### config.mk
export PLATFORM = sky130hd
export DESIGN_NAME = instr_decoder
export DESIGN_NICKNAME = d
export VERILOG_FILES = /design/src/pkg/decode_pkg.sv /design/src/design/cycle_cost.sv /design/src/design/field_extract.sv /design/src/design/instr_decoder.sv
export VERILOG_INCLUDE_DIRS = /design/src /design/src/pkg
export SDC_FILE = /design/constraint.sdc
export NUM_CORES = 1
export LEC_CHECK = 0
export BUFFER_PORTS_ARGS = -buffer_cell sky130_fd_sc_hd__buf_2
export CAP_MARGIN = 0
export CORE_MARGIN = 2
export CORE_UTILIZATION = 53
export DETAILED_ROUTE_END_ITERATION = 16
export PLACE_DENSITY_LB_ADDON = 0.05
export REMOVE_ABC_BUFFERS = 1
export SYNTH_ARGS = -nofsm -noshare
export SYNTH_HDL_FRONTEND = slang
export SYNTH_HIERARCHICAL = 1
export SYNTH_SLANG_ARGS = --single-unit
### constraint.sdc
create_clock -name core_clk -period 2.6 [get_ports core_clk]
set_clock_uncertainty 0.05 [all_clocks]
set_input_delay 0.39 -clock core_clk [delete_from_list [all_inputs] [get_ports core_clk]]
set_output_delay 0.39 -clock core_clk [all_outputs]
set_load 0.005 [all_outputs]
### src/pkg/decode_defines.svh
`ifndef DECODE_DEFINES_SVH
`define DECODE_DEFINES_SVH

// instruction word layout
`define INSTR_W          24
`define OPC_HI           23
`define OPC_LO           16
`define GRP_HI           7
`define GRP_LO           4
`define SIZE_HI          1
`define SIZE_LO          0
`define BASE_HI          15
`define BASE_LO          12
`define DMODE_HI         11
`define DMODE_LO         10
`define DEST_HI          9
`define DEST_LO          6
`define SMODE_HI         5
`define SMODE_LO         4
`define SRC_HI           3
`define SRC_LO           0
`define FILE_DEST_BIT    15
`define FILE_HI          12
`define FILE_LO          0
`define BIT_IND_BIT      11
`define TEN_BIT_LITERAL_HI         13
`define TEN_BIT_LITERAL_LO         4
`define LIT5_HI          4
`define LIT5_LO          0
`define DIVIDEND_HI      7
`define DIVIDEND_LO      4

// opcode groups (upper nibble of the opcode)
`define GRP_NOP          4'h0
`define GRP_WREG3        4'h1
`define GRP_FILE         4'h2
`define GRP_BIT_LIT      4'h3
`define GRP_BIT_IND      4'h4
`define GRP_TEN_BIT_LITERAL        4'h5
`define GRP_LIT5         4'h6
`define GRP_DIV          4'h7
`define GRP_BR_COND      4'h8
`define GRP_BR_UNCOND    4'h9
`define GRP_SKIP         4'ha
`define GRP_TWO_WORD     4'hb
`define GRP_TABLE        4'hc
`define GRP_RETURN       4'hd
`define GRP_MOVD         4'he

// size suffix codes
`define SZ_WORD          2'h0
`define SZ_BYTE          2'h1
`define SZ_DOUBLE        2'h2
`define SZ_SHADOW        2'h3

`define ACCUMULATOR_REG_ZERO 4'h0
`define BYTE_LIT_MAX     10'h0ff

// cycle costs
`define CYC_W            5
`define CYC_ONE          5'h01
`define CYC_TWO          5'h02
`define CYC_THREE        5'h03
`define CYC_DIV          5'h12
`define CYC_RETURN       5'h03

// register map
`define OFF_CTRL         8'h00
`define OFF_STATUS       8'h04
`define OFF_FLAGS        8'h08
`define OFF_COUNT        8'h0c
`define CTRL_RESET       2'h1
`define FLAGS_RESET      5'h00
`define CTRL_EN_BIT      0
`define CTRL_STRICT_BIT  1
`define ST_SECERR_BIT    10
`define ST_LITERR_BIT    11
`define FLAG_C           0
`define FLAG_DC          1
`define FLAG_N           2
`define FLAG_OV          3
`define FLAG_Z           4

`endif

### src/pkg/decode_pkg.sv
package decode_pkg;

   typedef enum logic [3:0] {
      CLS_NOP, CLS_WREG3, CLS_FILE, CLS_BIT_LIT, CLS_BIT_IND, CLS_TEN_BIT_LITERAL,
      CLS_LIT5, CLS_DIV, CLS_BR_COND, CLS_BR_UNCOND, CLS_SKIP,
      CLS_TWO_WORD, CLS_TABLE, CLS_RETURN, CLS_MOVD, CLS_MISC
   } instr_class_t;

   typedef enum logic [1:0] {
      SIZE_WORD, SIZE_BYTE, SIZE_DOUBLE, SIZE_SHADOW
   } size_sel_t;

   typedef struct packed {
      instr_class_t cls;
      size_sel_t    size;
      logic [7:0]   opcode;
      logic [3:0]   base_src_reg;
      logic [1:0]   src_mode;
      logic [3:0]   second_src_reg;
      logic [1:0]   dest_mode;
      logic [3:0]   dest_reg;
      logic         dest_present;
      logic [12:0]  file_addr;
      logic         dest_is_accum;
      logic [3:0]   bit_number_field;
      logic         bit_indirect;
      logic [9:0]   ten_bit_literal;
      logic [4:0]   lit5;
      logic         lit_range_err;
      logic [7:0]   dividend_divisor_pair;
   } decoded_t;

   typedef struct packed {
      logic cond_true;
      logic pc_change;
      logic skip_taken;
      logic skip_over_two_word;
   } exec_cond_t;

   typedef struct packed {
      logic [4:0] we;
      logic [4:0] val;
      logic       sticky_zero;
   } flag_update_t;

endpackage : decode_pkg

### src/design/cycle_cost.sv
`timescale 1ns/1ps
`include "decode_defines.svh"
module cycle_cost
   import decode_pkg::*;
(
   // class and outcome
   input  wire instr_class_t cls,
   input  wire exec_cond_t   cond,
   // cost in instruction cycles
   output logic [4:0]        cycles
);

   always_comb
   begin
      unique case (cls)
         CLS_BR_COND:
            cycles = cond.cond_true ? `CYC_TWO : `CYC_ONE; // RQ4
         CLS_BR_UNCOND, CLS_TABLE:
            cycles = `CYC_TWO; // RQ5
         CLS_RETURN:
            cycles = `CYC_RETURN; // RQ5
         CLS_SKIP:
            // skipping a two-word instruction flushes both its words
            cycles = !cond.skip_taken ? `CYC_ONE :
                     (cond.skip_over_two_word ? `CYC_THREE : `CYC_TWO); // RQ6
         CLS_TWO_WORD, CLS_MOVD:
            cycles = `CYC_TWO; // RQ7
         CLS_DIV:
            cycles = `CYC_DIV;
         default:
            cycles = (cond.cond_true || cond.pc_change) ?
                     `CYC_TWO : `CYC_ONE; // RQ4
      endcase
   end

endmodule : cycle_cost

### src/design/field_extract.sv
`timescale 1ns/1ps
`include "decode_defines.svh"
module field_extract
   import decode_pkg::*;
(
   // raw word
   input  wire logic [23:0] word,
   // decoded fields
   output decoded_t         dec
);

   logic [3:0] grp;

   always_comb
   begin
      grp = word[`OPC_LO+`GRP_HI:`OPC_LO+`GRP_LO];
      dec = '0;
      dec.opcode = word[`OPC_HI:`OPC_LO];
      dec.size   = size_sel_t'(word[`OPC_LO+`SIZE_HI:`OPC_LO+`SIZE_LO]); // RQ16
      unique case (grp)
         `GRP_NOP:       dec.cls = CLS_NOP;
         `GRP_WREG3:     dec.cls = CLS_WREG3;
         `GRP_FILE:      dec.cls = CLS_FILE;
         `GRP_BIT_LIT:   dec.cls = CLS_BIT_LIT;
         `GRP_BIT_IND:   dec.cls = CLS_BIT_IND;
         `GRP_TEN_BIT_LITERAL:     dec.cls = CLS_TEN_BIT_LITERAL;
         `GRP_LIT5:      dec.cls = CLS_LIT5;
         `GRP_DIV:       dec.cls = CLS_DIV;
         `GRP_BR_COND:   dec.cls = CLS_BR_COND;
         `GRP_BR_UNCOND: dec.cls = CLS_BR_UNCOND;
         `GRP_SKIP:      dec.cls = CLS_SKIP;
         `GRP_TWO_WORD:  dec.cls = CLS_TWO_WORD;
         `GRP_TABLE:     dec.cls = CLS_TABLE;
         `GRP_RETURN:    dec.cls = CLS_RETURN;
         `GRP_MOVD:      dec.cls = CLS_MOVD;
         default:        dec.cls = CLS_MISC;
      endcase
      // base never carries a modifier
      dec.base_src_reg   = word[`BASE_HI:`BASE_LO]; // RQ8 RQ14
      dec.second_src_reg = word[`SRC_HI:`SRC_LO];
      dec.src_mode       = word[`SMODE_HI:`SMODE_LO];
      dec.dest_reg       = word[`DEST_HI:`DEST_LO];
      dec.dest_mode      = word[`DMODE_HI:`DMODE_LO];
      dec.dest_present   = 1'b1;
      unique case (dec.cls)
         CLS_FILE:
         begin
            dec.file_addr     = word[`FILE_HI:`FILE_LO]; // RQ9
            // bit set sends the result back to memory
            dec.dest_is_accum = !word[`FILE_DEST_BIT];
            dec.dest_reg      = `ACCUMULATOR_REG_ZERO; // RQ14
            dec.dest_mode     = 2'h0;
            dec.dest_present  = word[`FILE_DEST_BIT];
         end
         CLS_BIT_LIT, CLS_BIT_IND:
         begin
            dec.bit_number_field = word[`BASE_HI:`BASE_LO]; // RQ12
            dec.bit_indirect     = (dec.cls == CLS_BIT_IND); // RQ10
            dec.dest_present     = 1'b0;
         end
         CLS_TEN_BIT_LITERAL:
         begin
            // result returns to the source: no separate destination
            dec.ten_bit_literal = word[`TEN_BIT_LITERAL_HI:`TEN_BIT_LITERAL_LO];
            dec.base_src_reg    = word[`SRC_HI:`SRC_LO];
            dec.dest_reg        = word[`SRC_HI:`SRC_LO]; // RQ11
            dec.dest_mode       = 2'h0;
            dec.dest_present    = 1'b0;
            dec.lit_range_err   = (dec.size == SIZE_BYTE) &&
                                  (dec.ten_bit_literal > `BYTE_LIT_MAX); // RQ13
         end
         CLS_LIT5:
         begin
            dec.lit5     = word[`LIT5_HI:`LIT5_LO]; // RQ11
            dec.src_mode = 2'h0;
         end
         CLS_DIV:
         begin
            dec.dividend_divisor_pair = word[`DIVIDEND_HI:`SRC_LO];
            dec.src_mode     = 2'h0; // RQ17
            dec.dest_mode    = 2'h0;
            dec.dest_present = 1'b0;
         end
         default:
         begin
            dec.dest_present = (dec.cls == CLS_WREG3) ||
                               (dec.cls == CLS_MOVD) ||
                               (dec.cls == CLS_MISC);
         end
      endcase
   end

endmodule : field_extract

### src/design/instr_decoder.sv
// Summary of operation
// RQ1: one word each; three opcodes take two
// RQ2: eight-bit opcode, rest are operand fields
// RQ3: second word upper byte zero; alone acts NOP
// RQ4: one cycle; two when test passes
// RQ5: branches, tables, returns take two/three cycles
// RQ6: taken skip costs two or three cycles
// RQ7: double moves and two-word ops take two
// RQ8: three operands: base, source, destination
// RQ9: file ops: address plus memory or accumulator
// RQ10: bit number immediate or from base register
// RQ11: literal ops: destination only when different
// RQ12: bit number field is four bits
// RQ13: ten-bit literal max 255 in byte mode
// RQ14: sixteen registers; register zero is accumulator
// RQ15: keep carry, digit carry, negative, overflow, zero
// RQ16: size suffix selects byte/double/shadow/word
// RQ17: divide uses directly addressed register pair
// RQ18: every instruction reports its cycle count
//
// Our own choices: the register offsets and the APB register port.
`timescale 1ns/1ps
`include "decode_defines.svh"
module instr_decoder
   import decode_pkg::*;
(
   // clock and reset
   input  wire logic         core_clk,
   input  wire logic         reset_n,
   // apb slave
   input  wire logic         psel,
   input  wire logic         penable,
   input  wire logic         pwrite,
   input  wire logic [7:0]   paddr,
   input  wire logic [31:0]  pwdata,
   output logic              pready,
   output logic [31:0]       prdata,
   output logic              pslverr,
   // fetch side
   input  wire logic         instr_valid,
   input  wire logic [23:0]  instr_word,
   output logic              instr_ready,
   // execute side
   input  wire exec_cond_t   exec_cond,
   input  wire flag_update_t flag_upd,
   output logic              dec_valid,
   output decoded_t          dec_out,
   output logic [4:0]        dec_cycles,
   output logic              second_valid,
   output logic [15:0]       second_operand,
   output logic              nop_insert,
   output logic [4:0]        status_flags
);

   typedef enum logic [1:0] {ST_FIRST, ST_SECOND, ST_STALL} dec_state_t;

   dec_state_t state_reg, state_next;
   decoded_t   dec_reg, dec_next, dec_comb;
   logic [4:0] cyc_reg, cyc_next, cyc_comb;
   logic [4:0] stall_reg, stall_next;
   logic       dvalid_reg, dvalid_next;
   logic       svalid_reg, svalid_next;
   logic [15:0] sop_reg, sop_next;
   logic [1:0] ctrl_reg, ctrl_next;
   logic [4:0] flags_reg, flags_next;
   logic       secerr_reg, secerr_next;
   logic       literr_reg, literr_next;
   logic [31:0] count_reg, count_next;
   logic [31:0] rdata_reg, rdata_next;
   logic       err_reg, err_next;
   logic       take;
   logic       bus_wr;
   logic       bus_rd;
   logic       bad_second;
   logic       addr_ok;

   field_extract u_extract
   (
      .word (instr_word),
      .dec  (dec_comb)
   );

   cycle_cost u_cost
   (
      .cls    (dec_comb.cls),
      .cond   (exec_cond),
      .cycles (cyc_comb)
   );

   // fetch is held off while filler cycles are issued
   assign instr_ready = ctrl_reg[`CTRL_EN_BIT] && (state_reg != ST_STALL);
   assign take        = instr_valid && instr_ready;
   assign bad_second  = (instr_word[`OPC_HI:`OPC_LO] != 8'h00); // RQ3

   // decode sequencing
   always_comb
   begin
      state_next  = state_reg;
      dec_next    = dec_reg;
      cyc_next    = cyc_reg;
      stall_next  = stall_reg;
      dvalid_next = 1'b0;
      svalid_next = 1'b0;
      sop_next    = sop_reg;
      secerr_next = secerr_reg;
      literr_next = literr_reg;
      count_next  = count_reg;
      unique case (state_reg)
         ST_FIRST:
         begin
            if (take)
            begin
               dec_next    = dec_comb; // RQ2
               cyc_next    = cyc_comb; // RQ18
               dvalid_next = 1'b1;
               count_next  = count_reg + 32'h0000_0001;
               if (dec_comb.lit_range_err)
                  literr_next = 1'b1; // RQ13
               if (dec_comb.cls == CLS_TWO_WORD)
                  // second cycle is spent fetching the second word
                  state_next = ST_SECOND; // RQ1 RQ7
               else if (cyc_comb > `CYC_ONE)
               begin
                  stall_next = cyc_comb - `CYC_ONE; // RQ4 RQ5 RQ6
                  state_next = ST_STALL;
               end
            end
         end
         ST_SECOND:
         begin
            if (take)
            begin
               svalid_next = 1'b1;
               sop_next    = instr_word[15:0];
               state_next  = ST_FIRST;
               if (bad_second)
                  secerr_next = 1'b1; // RQ3
            end
         end
         ST_STALL:
         begin
            stall_next = stall_reg - `CYC_ONE;
            if (stall_reg == `CYC_ONE)
               state_next = ST_FIRST;
         end
      endcase
      // software clears by writing one; a new error wins
      if (bus_wr && (paddr == `OFF_STATUS))
      begin
         if (pwdata[`ST_SECERR_BIT] && !(svalid_next && bad_second))
            secerr_next = 1'b0;
         if (pwdata[`ST_LITERR_BIT] && !(dvalid_next &&
                                         dec_comb.lit_range_err))
            literr_next = 1'b0;
      end
   end

   always_ff @(posedge core_clk or negedge reset_n)
   begin
      if (!reset_n)
      begin
         state_reg  <= ST_FIRST;
         dec_reg    <= '0;
         cyc_reg    <= 5'h00;
         stall_reg  <= 5'h00;
         dvalid_reg <= 1'b0;
         svalid_reg <= 1'b0;
         sop_reg    <= 16'h0000;
         secerr_reg <= 1'b0;
         literr_reg <= 1'b0;
         count_reg  <= 32'h0000_0000;
      end
      else
      begin
         state_reg  <= state_next;
         dec_reg    <= dec_next;
         cyc_reg    <= cyc_next;
         stall_reg  <= stall_next;
         dvalid_reg <= dvalid_next;
         svalid_reg <= svalid_next;
         sop_reg    <= sop_next;
         secerr_reg <= secerr_next;
         literr_reg <= literr_next;
         count_reg  <= count_next;
      end
   end

   assign dec_valid      = dvalid_reg;
   assign dec_out        = dec_reg;
   assign dec_cycles     = cyc_reg;
   assign second_valid   = svalid_reg;
   assign second_operand = sop_reg;
   assign nop_insert     = (state_reg == ST_STALL); // RQ4

   // status flags: execute updates win over a software write
   always_comb
   begin
      flags_next = flags_reg;
      if (bus_wr && (paddr == `OFF_FLAGS))
         flags_next = pwdata[4:0];
      for (int i = 0; i < 5; i++)
      begin
         if (flag_upd.we[i])
            flags_next[i] = flag_upd.val[i]; // RQ15
      end
      // a sticky-zero result can only clear zero, never set it
      if (flag_upd.we[`FLAG_Z] && flag_upd.sticky_zero)
         flags_next[`FLAG_Z] = flags_reg[`FLAG_Z] &&
                               flag_upd.val[`FLAG_Z]; // RQ15
   end

   always_ff @(posedge core_clk or negedge reset_n)
   begin
      if (!reset_n)
         flags_reg <= `FLAGS_RESET;
      else
         flags_reg <= flags_next;
   end

   assign status_flags = flags_reg;

   // apb: zero wait states, error on unmapped offsets
   assign bus_wr  = psel && penable && pwrite && addr_ok;
   assign bus_rd  = psel && !penable && !pwrite;
   assign addr_ok = (paddr == `OFF_CTRL) || (paddr == `OFF_STATUS) ||
                    (paddr == `OFF_FLAGS) || (paddr == `OFF_COUNT);
   assign pready  = 1'b1;

   always_comb
   begin
      ctrl_next  = ctrl_reg;
      rdata_next = rdata_reg;
      err_next   = err_reg;
      if (bus_wr && (paddr == `OFF_CTRL))
         ctrl_next = pwdata[1:0];
      if (psel && !penable)
      begin
         err_next   = !addr_ok;
         rdata_next = 32'h0000_0000;
         if (bus_rd)
         begin
            unique case (paddr)
               `OFF_CTRL:   rdata_next = {30'h0, ctrl_reg};
               `OFF_STATUS: rdata_next = {20'h0, literr_reg, secerr_reg,
                                          (state_reg == ST_SECOND),
                                          cyc_reg, dec_reg.cls};
               `OFF_FLAGS:  rdata_next = {27'h0, flags_reg};
               `OFF_COUNT:  rdata_next = count_reg;
               default:     rdata_next = 32'h0000_0000;
            endcase
         end
      end
   end

   always_ff @(posedge core_clk or negedge reset_n)
   begin
      if (!reset_n)
      begin
         ctrl_reg  <= `CTRL_RESET;
         rdata_reg <= 32'h0000_0000;
         err_reg   <= 1'b0;
      end
      else
      begin
         ctrl_reg  <= ctrl_next;
         rdata_reg <= rdata_next;
         err_reg   <= err_next;
      end
   end

   assign prdata  = rdata_reg;
   assign pslverr = psel && penable && err_reg;

endmodule : instr_decoder

# Word-level counts from Yosys, hierarchy flattened
# Memories as Yosys holds them, arrays and structs flattened.
# Index checks and enable logic that the tools add are counted.
# totals
ff_bits	178
mem_bits_ro	64
out_inout_bits	138
word_cells	165
n_memories	1
# memory_table
name	depth	word_bits	read_ports	rd_ports_with_merged_regs	write_ports	line	source
(no name shown)	16	4	1	0	0	field_extract.sv:20	unique case (grp)
# classes
n_addsub	3
order_cmp	2
eq_ne	29
n_mux	48
reduce_logical	48
# ops
operator	count
$pmux W32 S4	1
$mux W5	7
$add A32 B1 Y32 const B	1
$eq A4 B4 Y1 const B	8
$mux W32	1
$pmux W5 S5	1
$mux W1	21
$logic_and A1 B1 Y1	18
$mux W2	9
$eq A4 B3 Y1 const B	4
$eq A8 B4 Y1 const B	2
$mux W14	1
$gt A10 B8 Y1 const B	1
$mux W10	1
$ne A2 B2 Y1 const B	5
$pmux W5 S2	1
$reduce_bool A2 Y1	5
$sub A5 B1 Y5 const B	2
$eq A4 B2 Y1 const B	2
$eq A8 B3 Y1 const B	1
$logic_not A8 Y1	1
$mux W8	1
$pmux W4 S2	1
$reduce_and A4 Y1	2
19 further kinds	33

# Longest topological paths before layout
# depth
ltp_word	10
ltp_mapped	10
mapped_depth_nobuf	9

# Modules after synthesis
# Netlist, hierarchy kept.
# modules_own_cells
mod	instances	cells_each	area_each_um2
instr_decoder	1	720	7578.5
field_extract	1	97	706.9
cycle_cost	1	16	105.1

# Worst setup path before layout
# Ideal clock, no wire load.
# synth_timing
path_type	input-to-reg
from	in instr_word[21]
to	reg state_reg[0]
setup_ns	0.125
arrival_ns	2.169
setup_slack_ns	0.256
stages	8
path_cell_list	buf_4 > nand2b_1 > a32o_1 > a21o_1 > ha_1 > o21a_1 > a221o_1 > mux2_2
# synth_via
elab_chain_cells	7
word_cells_on_any_way	17
classes_between	1 x order compare; 9 x eq/ne; 4 x mux; 2 x reduce/logical; 1 x memory
# synth_lines
item	line	source
start: declaration	instr_decoder.sv:41	input wire logic [23:0] instr_word,
$mem_v2 Z16 W4 (*)	--	
$eq A4 B4 Y1	cycle_cost.sv:15	unique case (cls)
$reduce_or A4 Y1 (no line)	--	
$pmux W5 S5 (*)	cycle_cost.sv:15	
named net cyc_comb[0]	instr_decoder.sv:59	logic [4:0] cyc_reg, cyc_next, cyc_comb;
$gt A5 B1 Y1 (no line) (*)	--	
$ne A3 B3 Y1 (no line) (*)	--	
$reduce_and A4 Y1 (no line) (*)	--	
end signal: assignment	instr_decoder.sv:175	state_reg <= state_next;
end: declaration	instr_decoder.sv:57	dec_state_t state_reg, state_next;
# Mark *: on every way through the listed nets, which the timed path passes. The rest lies on a longest branch. The select of a mux whose other input is x is not followed.
# A chain may end at the register's enable or synchronous reset.

# Worst setup path in the final report
# layout_timing
from	reg state_reg[1]
to	reg state_reg[0]
# layout_via
elab_chain_cells	5
word_cells_on_any_way	12
classes_between	7 x eq/ne; 1 x mux; 4 x reduce/logical
# layout_lines
item	line	source
$ne A2 B2 Y1	instr_decoder.sv:91	assign instr_ready = ctrl_reg[`CTRL_EN_BIT] && (state_reg != ST_STALL);
$logic_and A1 B1 Y1	instr_decoder.sv:91	
$logic_and A1 B1 Y1	instr_decoder.sv:92	assign take = instr_valid && instr_ready;
$ne A2 B2 Y1 (no line)	--	
$reduce_and A4 Y1 (no line)	--	
# Parallel ways exist; a longest one is shown, timed or not.

==> impl_summary.txt <==
----------------------------------------------------
[Status]
  Status ... completed

[Worst setup path]
  Arrival time worst endpoint ... 2.41 ns
  Type of the worst setup path ... reg -> reg
  Cell with the largest stage delay on the worst path ... dfrtp_1
  Worst setup EP type ... flip-flop
  FF-to-FF setup slack ... roughly 0.45 ns
  Kind of start point of the critical path ... flip-flop
  Data required time of the critical path ... 2.86 ns
  Cell class contributing the biggest share of worst-path delay ... compound AO/OA/AOI/OAI gates
  Sum of buffers and inverters on the critical path ... 1
  Largest stage delay, worst path ... approximately 0.4 ns
  List of cells traversed by the critical path ... inv_1, ha_1, nor4b_1, o21a_1, a221o_1, mux2_2
  Critical-path maximum fanout ... 8

[Logic synthesis]
  Mean cell area of the mapped netlist ... about 10 um^2
  Count of warnings emitted by yosys ... 6
  Proportion of synthesized flip-flops having asynchronous set or reset ... between 90% and 100%
  Number of synthesized flops with an enable pin ... 0
  Share of synthesized area occupied by flip-flops and latches ... between 50% and 60%
  Count of cell types in the netlist ... 67
  Commonest register cell after synthesis ... dfrtp_1
  Mapped cell area ... 0.00839 mm^2
  Synth Register Bits ... about 180
  Cell count after synthesis ... 833

[Die]
  Number of rows created at floorplan ... 45
  Core area ... about 0.015 mm^2
  Die Footprint ... ~0.017 mm^2
  Ports ... 223
  Initial core utilization ... 54.8%
  Overall die width ... between 100 and 150 um
  Die extent in y ... about 130 um

[Global routing]
  Via count of the first global-routing pass ... ~6000
  GRT overflow ... 0
  Global routing usage summed across all routing layers ... between 20% and 30%
  Wire length of the first global-routing pass ... 30900 um
  Maximum number of pins on one net before global-route repair ... 81
  Number of antenna violations at the first check in global routing ... 0

[STA]
  Fraction of the cycle the final worst path needs ... between 80 and 90%
  Max Clk Rate ... 0.465 GHz
  Smallest hold slack ... 0.119 ns
  Worst-case setup margin in the final layout ... ~0.45 ns
  Slew @ Worst Pin ... 0.669 ns
  Setup repair after global routing missed its margin ... false
  Post-route setup TNS ... 0 ns
  Worst max-slew margin expressed relative to the limit ... 55.4%
  Post-route minimum period ... 2.15 ns
  Final Slew Violations ... 0
  Setup violation total in the final timing report ... 0
  Final hold violations ... 0

[Layout]
  Antenna diode count ... 0
  Post-route cell area ... 0.0101 mm^2
  Fraction of layout instances using a drive strength above 1 ... 29.3%
  Final-stage net count ... 1108
  Layout-stage area growth over the synthesis result ... 20.4%
  Number of flip-flops under the largest register name ... between 70 and 80

[Placed design]
  Post-DP Area ... 0.00949 mm^2
  Post-detailed-placement half-perimeter wirelength ... 13400 um
  Global placer's final weighted congestion ... just under 0.8
  Port Buffers ... just under 200
  Post-Place Worst Slack ... 0.0824 ns

[Route]
  Average wire length per cell after detail routing ... 15.5 um
  Detailed-router iteration count before antenna repair ... 5
  Post-DRT Antenna Nets ... 0
  DR vias/cell ... 5.16
  Drt first-iter violations ... between 300 and 400
  Via total after detailed routing ... 6387
  Total wire length ... around 19000 um
  Remaining routing DRC violations ... 0

[Pwr]
  Largest vdd supply drop ... about 450 uV
  Pleak ... 5.58 nW
  Post-layout total power ... 6.41 mW
  Ratio of total power to cell area ... 634 mW/mm^2

[Clocking]
  # Post-CTS Setup Buffers ... 0
  Worst skew pair latency ... 0.42 ns
  Clock buffers created by TritonCTS ... 17
  H-tree level count ... 4
  CTS tree ... yes
  Clk slew on worst S/H paths ... 0.06 ns
  Root buffer cell ... clkbuf_16
  # resized after CTS ... 0
  Number of clock sinks ... 178
  Max Root-Sink Buffers ... 2
  CTS Hold Bufs ... 1

[Job]
  Max Cap Violations ... 0

[Hold path]
  Worst hold path type ... in -> reg

----------------------------------------------------
[worst register-to-register path, cell delays in order (launching register included)]
cell	delay [ns]
dfrtp_1	0.40
inv_1	0.09
ha_1	0.31
nor4b_1	0.28
o21a_1	0.34
a221o_1	0.24
mux2_2	0.34
[through the flow]
stage | util (%) | instances
after floorplan | - | 778
after global placement | 62.0 | 1206
after detailed placement | 62.0 | 1206
after CTS | 66.0 | 1238
after global routing | 66.0 | 1238
final | 66.0 | 1238
[Yosys cell counts, types with 2 or more instances]
cell type  number  area [um^2]
nand2b_1        5         31.3
dfrtp_1       177         4430
mux2_2         29          327
and4_1          3         26.3
nand2_1       261          980
o211ai_1        2         15.0
a22o_1         26          228
mux2i_1        10          100
or3b_1          2         17.5
buf_4          23          173
o21ai_0        16         80.1
or2_2           2         12.5
inv_1          13         48.8
nand3_1        25          125
xnor2_1        29          254
nor2_1         19         71.3
or4_4           2         22.5
nor4_2          3         37.5
nand3b_1        3         22.5
ha_1            8          100
a21o_1          2         15.0
mux4_2          2         45.0
xor2_1          5         43.8
o31ai_1         5         37.5
nand4_1        11         68.8
and2_1         43          269
a211oi_1        3         22.5
nor3b_1         3         22.5
buf_2           3         15.0
conb_1          2         7.51
a21oi_1         8         40.0
nor2b_1         6         37.5
nor4_1          3         18.8
buf_6           5         56.3
clkbuf_1       22         82.6
mux2_4          4         60.1
buf_8           2         30.0
and3_1         10         62.6
o22a_1          3         26.3
nor3_1          5         25.0
a31oi_1         2         12.5
[cell families after synthesis]
group | after synthesis | share of synthesized area (%)
AO/OA/AOI/OAI | 75 | 6.56
XOR/XNOR | 34 | 3.55
adder cells (fa/ha/maj) | 8 | 1.19
buffers and inverters | 70 | 4.94
flip-flops | 178 | 53.1
multiplexers | 45 | 6.34
other | 2 | 0.0895
AND/OR/NAND/NOR | 421 | 24.2
[routing by layer]
| layer | vias to the layer above | wire length [um] | GRT usage [%] |
|---|---|---|---|
| met4 | 0 | 345 | 7.15 |
| met5 | - | 0 | 0 |
| li1 | 3124 | - | - |
| met1 | 3074 | 8770 | 32.4 |
| met2 | 162 | 8990 | 36.9 |
| met3 | 27 | 1130 | 5.82 |
[cell type report]
class	count	area, um^2
Clock inverter	11	151
Sequential cell	178	4460
Fill cell	1301	5210
Inverter	14	52.6
Clock buffer	20	457
Timing Repair Buffer	218	1190
Multi-Input combinational cell	586	3530
Tap cell	211	264
[cell usage in the layout (no fill, tap or decap), types with 3 or more instances in the layout]
cell | synthesis | routed
mux2_2 | 29 | 29
o21ai_0 | 16 | 16
and4_1 | 3 | 3
nand2_1 | 261 | 261
nor4_2 | 3 | 3
nand4_1 | 11 | 11
inv_6 | 0 | 3
nor3_1 | 5 | 5
nor2b_1 | 6 | 6
ha_1 | 8 | 8
xnor2_1 | 29 | 29
xor2_1 | 5 | 5
dfrtp_1 | 177 | 177
mux2_4 | 4 | 4
buf_2 | 3 | 195
a21oi_1 | 8 | 8
o31ai_1 | 5 | 5
mux2i_1 | 10 | 10
inv_1 | 13 | 13
nor2_1 | 19 | 19
clkbuf_16 | 0 | 17
o22a_1 | 3 | 3
nand2b_1 | 5 | 5
buf_4 | 23 | 18
and3_1 | 10 | 10
nor3b_1 | 3 | 3
a211oi_1 | 3 | 3
and2_1 | 43 | 43
nand3b_1 | 3 | 3
conb_1 | 2 | 3
buf_12 | 0 | 3
bufinv_16 | 0 | 3
nand3_1 | 25 | 25
a22o_1 | 26 | 26
nor4_1 | 3 | 3
[final timing paths]
| path | from | endpoint | depth (start not counted) |
|---|---|---|---|
| worst min-delay path | instr_word[18] | dec_out[62] | 3 |
| worst max register to register | state_reg[1] | state_reg[0] | 6 |
| worst min register to register | dec_out[13] | dec_out[13] | 2 |
| worst max-delay path | state_reg[1] | state_reg[0] | 6 |
| max in group asynchronous | reset_n | prdata[10] | 3 |
| min in group asynchronous | reset_n | count_reg[26] | 2 |
[report_power, final]
part	leakage [nW]	internal [mW]	switching (mW)	total (mW)
clock	0.297	1.57	1.07	2.64
combinational	2.83	0.365	0.437	0.801
sequential	2.45	2.88	0.0864	2.97
Power figures use the tool's default switching activity.
